<file path="config.mk">
export PLATFORM = sky130hd
export DESIGN_NAME = oser_event_reg
export DESIGN_NICKNAME = d
export VERILOG_FILES = /design/src/oser_pkg.sv /design/src/oser_event_reg.sv
export SDC_FILE = /design/constraint.sdc
export NUM_CORES = 1
export LEC_CHECK = 0
export ABC_AREA = 1
export BUFFER_PORTS_ARGS = -buffer_cell sky130_fd_sc_hd__buf_2
export CORE_UTILIZATION = 35
export DETAILED_ROUTE_END_ITERATION = 16
export PLACE_DENSITY_LB_ADDON = 0.3
export SLEW_MARGIN = 15
export SYNTH_ARGS = -nofsm -noshare
export SYNTH_HDL_FRONTEND = slang
export SYNTH_SLANG_ARGS = --single-unit
</file>
<file path="constraint.sdc">
create_clock -name i_clk -period 8.9 [get_ports i_clk]
set_clock_uncertainty 0.15 [all_clocks]
set_input_delay 0.89 -clock i_clk [delete_from_list [all_inputs] [get_ports i_clk]]
set_output_delay 0.89 -clock i_clk [all_outputs]
set_load 0.02 [all_outputs]
</file>
<file path="src/oser_pkg.sv">
// Purpose: Shared constants and types for the operation status event block
// Assumes: One 100 MHz clock, power levels in watts with four fraction bits
// Notes: Rated voltage and current are plain defaults, set per model
`default_nettype none

package oser_pkg;

    // Width of the operation event word
    localparam int EV_W = 32'h0000_0010;

    // Bit positions of the operation condition and event word
    localparam int B_PWR_REG = 32'h0000_000F;
    localparam int B_PWR_LIM = 32'h0000_000E;
    localparam int B_AREF_I = 32'h0000_000D;
    localparam int B_AREF_V = 32'h0000_000C;
    localparam int B_CUR_FOLD = 32'h0000_000B;
    localparam int B_EN_FUNC = 32'h0000_000A;
    localparam int B_ILK = 32'h0000_0009;
    localparam int B_UNDERV = 32'h0000_0008;
    localparam int B_PANEL = 32'h0000_0007;
    localparam int B_SEQ = 32'h0000_0006;
    localparam int B_FOLD_EN = 32'h0000_0005;
    localparam int B_AUTOSTART = 32'h0000_0004;
    localparam int B_TRIG_WAIT = 32'h0000_0003;
    localparam int B_FAULT_FREE = 32'h0000_0002;
    localparam int B_LOOP_I = 32'h0000_0001;
    localparam int B_LOOP_V = 32'h0000_0000;

    // Reset values
    localparam logic [15:0] EVT_RESET = 16'h0000;
    localparam logic [23:0] PWR_RESET = 24'h00_0000;

    // Power limit format and rating
    localparam int PWR_FRAC = 32'h0000_0004;
    localparam int RATED_V = 32'h0000_003C;
    localparam int RATED_I = 32'h0000_0055;
    localparam logic [23:0] PWR_MAX_Q = 24'(RATED_V * RATED_I * (1 << PWR_FRAC));
    localparam logic [24:0] PWR_RND = 25'h000_0008;
    localparam logic [16:0] PWR_DIG_MAX = 17'h1_869F;

    // Questionable fault vector width
    localparam int FLT_W = 32'h0000_0010;

    // Active regulation loop
    typedef enum logic [1:0] {
        OSER_LOOP_NONE,
        OSER_LOOP_VOLT,
        OSER_LOOP_CURR
    } oser_loop_t;

    // Internal operating state flags of the supply
    typedef struct packed {
        logic power_regulation_active;
        logic power_limit_enabled;
        logic analog_current_ref_sel;
        logic analog_voltage_ref_sel;
        logic current_foldback_on;
        logic enable_function_on;
        logic undervoltage_protect_flag;
        logic front_panel_control;
        logic sequencer_running;
        logic foldback_enabled;
        logic autostart_enabled;
        logic trigger_waiting;
    } oser_state_t;

endpackage : oser_pkg

`default_nettype wire

</file>
<file path="src/oser_event_reg.sv">
// Purpose: Operation condition word, its event latch, and the power limit store
// Assumes: State flags come from logic on i_clk; interlock arrives from a pin
// Notes: Events latch rising edges of enabled conditions; a query clears them
//
// What this block does
// - Stored power limit is clamped to rated voltage times rated current.
// - Power query returns stored level rounded to whole watts, five digits.
// - Host writes to the event latch change nothing.
// - Event bits set on condition rising edge and hold when it falls.
// - Reading the event latch returns its value then clears it.
// - Only conditions enabled by the enable word are latched.
// - Upper byte: power reg, limit on, analog I, analog V, foldback, enable, interlock, undervoltage.
// - Lower byte: local, sequencer, foldback on, autostart, trigger wait, no fault, current, voltage.
// - Constant power flag follows power regulation activity.
// - Power limit flag follows power limiting function switched on.
// - Analog current reference flag follows analog current programming.
// - Analog voltage reference flag follows analog voltage programming.
// - Local flag follows front panel control.
// - Sequencer flag holds while sequencer runs.
// - Foldback enabled flag follows foldback protection enable.
// - Current foldback flag follows foldback on entering current regulation.
// - Autostart flag follows automatic start-up enable.
// - Trigger wait flag holds while armed for a trigger.
// - Enable function flag follows external enable function.
`timescale 1ns/100ps
`default_nettype none

module oser_event_reg
    import oser_pkg::*;
(
    input wire logic i_clk,
    input wire logic i_nrst,
    input wire oser_state_t i_state,
    input wire oser_loop_t i_loop,
    input wire logic i_interlock,
    input wire logic [FLT_W-1:0] i_fault,
    input wire logic [EV_W-1:0] i_oper_enable,
    input wire logic i_evt_rd,
    input wire logic i_evt_wr,
    input wire logic [EV_W-1:0] i_evt_wdata,
    input wire logic i_pwr_wr,
    input wire logic [23:0] i_pwr_level,
    input wire logic i_pwr_rd,
    output logic [EV_W-1:0] o_oper_cond,
    output logic [EV_W-1:0] o_evt_data,
    output logic o_evt_valid,
    output logic [16:0] o_pwr_bin,
    output logic [19:0] o_pwr_bcd,
    output logic o_pwr_valid
);

    // Binary to five BCD digits by shift and add-three
    function automatic logic [19:0] oser_bcd(input logic [16:0] v);
        logic [36:0] s;
        s = {20'h0_0000, v};
        for (int i = 0; i < 17; i++)
        begin
            for (int d = 0; d < 5; d++)
            begin
                if (s[17 + 4 * d +: 4] >= 4'h5)
                begin
                    s[17 + 4 * d +: 4] = s[17 + 4 * d +: 4] + 4'h3;
                end
            end
            s = {s[35:0], 1'b0};
        end
        return s[36:17];
    endfunction : oser_bcd

    logic ilk_s1_q;
    logic ilk_s2_q;
    logic [EV_W-1:0] cond_w;
    logic [EV_W-1:0] armed_w;
    logic [EV_W-1:0] rise_w;
    logic [EV_W-1:0] armed_q;
    logic [EV_W-1:0] evt_d;
    logic [EV_W-1:0] evt_q;
    logic [23:0] pwr_d;
    logic [23:0] pwr_q;
    logic [24:0] rnd_full_w;
    logic [20:0] rnd_whole_w;
    logic [16:0] rnd_w;

    // Interlock pin synchroniser
    always_ff @(posedge i_clk)
    begin
        if (!i_nrst)
        begin
            ilk_s1_q <= 1'b0;
            ilk_s2_q <= 1'b0;
        end
        else
        begin
            ilk_s1_q <= i_interlock;
            ilk_s2_q <= ilk_s1_q;
        end
    end

    // Condition word assembly
    assign cond_w[B_PWR_REG] = i_state.power_regulation_active;
    assign cond_w[B_PWR_LIM] = i_state.power_limit_enabled;
    assign cond_w[B_AREF_I] = i_state.analog_current_ref_sel;
    assign cond_w[B_AREF_V] = i_state.analog_voltage_ref_sel;
    assign cond_w[B_CUR_FOLD] = i_state.current_foldback_on;
    assign cond_w[B_EN_FUNC] = i_state.enable_function_on;
    assign cond_w[B_ILK] = ilk_s2_q;
    assign cond_w[B_UNDERV] = i_state.undervoltage_protect_flag;
    assign cond_w[B_PANEL] = i_state.front_panel_control;
    assign cond_w[B_SEQ] = i_state.sequencer_running;
    assign cond_w[B_FOLD_EN] = i_state.foldback_enabled;
    assign cond_w[B_AUTOSTART] = i_state.autostart_enabled;
    assign cond_w[B_TRIG_WAIT] = i_state.trigger_waiting;
    assign cond_w[B_FAULT_FREE] = ~|i_fault;
    assign cond_w[B_LOOP_I] = (i_loop == OSER_LOOP_CURR);
    assign cond_w[B_LOOP_V] = (i_loop == OSER_LOOP_VOLT);

    // Enabled conditions and their rising edges
    assign armed_w = cond_w & i_oper_enable;
    assign rise_w = armed_w & ~armed_q;

    // Next event word; a new edge wins over the read clear, writes ignored
    assign evt_d = (i_evt_rd ? EVT_RESET : evt_q) | rise_w;

    // Event latch and condition readout
    always_ff @(posedge i_clk)
    begin
        if (!i_nrst)
        begin
            armed_q <= EVT_RESET;
            evt_q <= EVT_RESET;
            o_oper_cond <= EVT_RESET;
        end
        else
        begin
            armed_q <= armed_w;
            evt_q <= evt_d;
            o_oper_cond <= cond_w;
        end
    end

    // Event query answer
    always_ff @(posedge i_clk)
    begin
        if (!i_nrst)
        begin
            o_evt_data <= EVT_RESET;
            o_evt_valid <= 1'b0;
        end
        else
        begin
            o_evt_valid <= i_evt_rd;
            if (i_evt_rd)
            begin
                o_evt_data <= evt_q;
            end
        end
    end

    // Power limit clamp on write
    assign pwr_d = (i_pwr_level > PWR_MAX_Q) ? PWR_MAX_Q : i_pwr_level;

    // Rounding to nearest watt, saturated to five digits
    assign rnd_full_w = {1'b0, pwr_q} + PWR_RND;
    assign rnd_whole_w = rnd_full_w[24:PWR_FRAC];
    assign rnd_w = (rnd_whole_w > {4'h0, PWR_DIG_MAX}) ? PWR_DIG_MAX : rnd_whole_w[16:0];

    // Power limit store and query answer
    always_ff @(posedge i_clk)
    begin
        if (!i_nrst)
        begin
            pwr_q <= PWR_RESET;
            o_pwr_bin <= 17'h0_0000;
            o_pwr_bcd <= 20'h0_0000;
            o_pwr_valid <= 1'b0;
        end
        else
        begin
            o_pwr_valid <= i_pwr_rd;
            if (i_pwr_wr)
            begin
                pwr_q <= pwr_d;
            end
            if (i_pwr_rd)
            begin
                o_pwr_bin <= rnd_w;
                o_pwr_bcd <= oser_bcd(rnd_w);
            end
        end
    end
endmodule : oser_event_reg

`default_nettype wire

</file>
==> out/metrics.yaml <==
cp_slowest_stage_delay_ns: 0.37
hp-class: "flip-flop to flip-flop"
endpoint_kind: "flip-flop"
yosys-top-cells-area: "dfxtp_1 (28%), nand2_1 (17%), inv_1 (8.5%)"
setup_viol: 15
initial_core_util_pct: 36.0
die_y_um: 161
status: "finished with violations"
wl_um: 26000
clock-sinks: 125
yosysWarnings: 0
final_max_slew_viol_count: 0
pwr-share-clk_pct: 20.4
die_x_um: 161
clockBufferDepth: 2
crit_fanout: 5
cts_buffers: 17
dpl_cell_area_um2: 11400
maxCapViolations: 0
post-synth-top-area-fraction_pct: 28.5
violations: "setup timing"
num_io_pins: 164
nNetsFinal: 1887
synth_top_area_cell: "dfxtp_1"
cp.arrival_ns: 9.34
syn-num-nets: 1498
combPwrFrac_pct: 61.1
cts_hold_buf: 0
ant_nets: 0
yosysMostFrequentCell: "nand2_1"
switching_power_w: 0.00154
drt-initial-drc-count: 395
worst_path_max_delay_cell: "dfxtp_4"
hold_viol_final: 0
avgSynthCellArea_um2: 6.39
crit_top_cell: "nand2_2"
dp_slack_ns: -0.552
tightestPinTransition_ns: 0.701
holdWs_ns: 0.269
max_freq_mhz: 109
worstSetupStartpointType: "flip-flop"
grt_max_degree: 63
synth_cell_types: 45
die-area_um2: 25800
portBuffers: 146
synth_ff_type: "dfxtp_1"
intPower_w: 0.00184
synthArstFlopShare_pct: 0
tritoncts: "built"
antennaDiodeCount: 0
ys_seq_area_share_pct: 28.5
core-area_um2: 24500
final.setup.tns_ns: -2.94
grt_pass1_vias: 9320
swShare_pct: 45.5
viasPerCell: 4.77
wl_per_cell_um: 12.3
htreeDepth: 4
cts_root_buf: "clkbuf_16"
grt_usage_pct: 18.9
num_vias: 10000
area_growth_pct: 55.7
vdd_drop_max_uv: 276
fin_crit_sh_pct: 103
synth_edf_count: 0
required_ns: 9.07
path_class: "flip-flop to flip-flop"
insertion_delay_ns: 0.41
path_clk_slew_ns: 0.06
gp_congestion: 0.879
pwr-share-seq_pct: 18.5
antenna_found_initial: 0
drive_gt1_share_pct: 46.9
power_density_nw_per_um2: 247
syn-cell-area_um2: 8790
ff2ff_setup_slack_ns: -0.28
grt_pass1_wl_um: 40800
dpl.hpwl_um: 17100
syn_inst: 1376
row_count: 57
period_minus_slack_ns: 9.18
ys_seq_elements: 125
leakagePower_nw: 7.46
slew_headroom_pct: 53.3
first_pass_iters: 5
final_area_um2: 13700
post-route-drc-count: 0
layout_setup_ws_ns: -0.277
rsz0062_at_grt: "true"
grt_remaining_overflow: 0
synth.top_cells.by_count: "nand2_1 (390), inv_1 (198), nand3_1 (132), dfxtp_1 (125), nand2_2 (89)"
[routing by layer]
metal | part of all wire (%) | wire length (um) | GRT usage (%)
met5 | 0 | 0 | 0
met4 | 2.2 | 578 | 6.88
met3 | 2.2 | 567 | 2.30
met2 | 52 | 13600 | 35.1
met1 | 43 | 11300 | 22.1
[state kept, by name (all words and copies together) (netlist names)]
name	cells
o_pwr_bin	17
o_oper_cond	16
evt_q	16
pwr_q	21
o_pwr_valid	1
o_evt_valid	1
ilk_s2_q	1
o_evt_data	16
ilk_s1_q	1
armed_q	16
o_pwr_bcd	19
[worst paths after layout]
kind | startpoint | to | cells past startpoint
worst max-delay path | pwr_q[10] | o_pwr_bcd[13] | 87
worst min-delay path | armed_q[2] | evt_q[2] | 1
worst max register to register | pwr_q[10] | o_pwr_bcd[13] | 87
worst min register to register | armed_q[2] | evt_q[2] | 1
[layout make-up]
| cell class | instances | area, um^2 |
|---|---|---|
| tap | 324 | 405 |
| multi-input combinational | 1002 | 6630 |
| clock inverter | 14 | 120 |
| inverter | 220 | 845 |
| timing repair buffer | 399 | 2690 |
| clock buffer | 18 | 450 |
| sequential | 125 | 2550 |
| fill | 2230 | 10800 |
[layout by cell type (no fill, tap or decap), types with 32 or more instances in the layout]
cell type	n
buf_4	240
dfxtp_1	108
nand2_2	129
nand2_1	297
nand3_1	94
buf_2	146
a21oi_1	32
nand3_2	44
nand2_4	66
nor2_1	69
inv_1	180
[power groups by stage]
stage / registers, W / logic [W] / clock network [W]
floorplan: 0.000681 / 0.00106 / 0
CTS: 0.000626 / 0.00169 / 0.000705
global route: 0.000630 / 0.00228 / 0.000728
global placement: 0.000637 / 0.00152 / 0
detailed placement: 0.000638 / 0.00155 / 0
finish: 0.000625 / 0.00207 / 0.000691
[what timing repair did]
item / CTS / global route
gates cloned: 0 / 0
pin swaps: 74 / 128
endpoints found under the setup margin: 15 / 19
gates resized for setup: 130 / 164
setup buffers: 43 / 32
[critical path, delay by kind of cell (launching register included)]
kind | cells | cell delay (ns)
and+or+nand+nor | 62 | 5.58
adders and majority gates | 11 | 1.73
DFF | 1 | 0.37
AOI/OAI and AO/OA | 2 | 0.31
buffers and inverters | 12 | 0.94
[kinds of logic (layout without fill, tap and decap cells)]
logic type | after synthesis | in the layout | share of synthesized area (%)
XOR/XNOR | 18 | 18 | 1.88
buffers and inverters | 249 | 651 | 10.7
adder cells (fa/ha/maj) | 29 | 29 | 4.13
AND/OR/NAND/NOR | 809 | 809 | 44.4
flip-flops | 125 | 125 | 28.5
AO/OA/AOI/OAI | 146 | 146 | 10.5
[per-stage QoR]
step           power [W]  util (%)  cells
2_1_floorplan    0.00174         -   1376
3_3_place_gp     0.00216      46.5   1997
4_1_cts          0.00302      52.2   2072
5_1_grt          0.00364      56.0   2102
6_report         0.00338      56.0   2102
3_5_place_dp     0.00219      46.5   1997
Note: power is estimated with default switching activity, not from simulation.
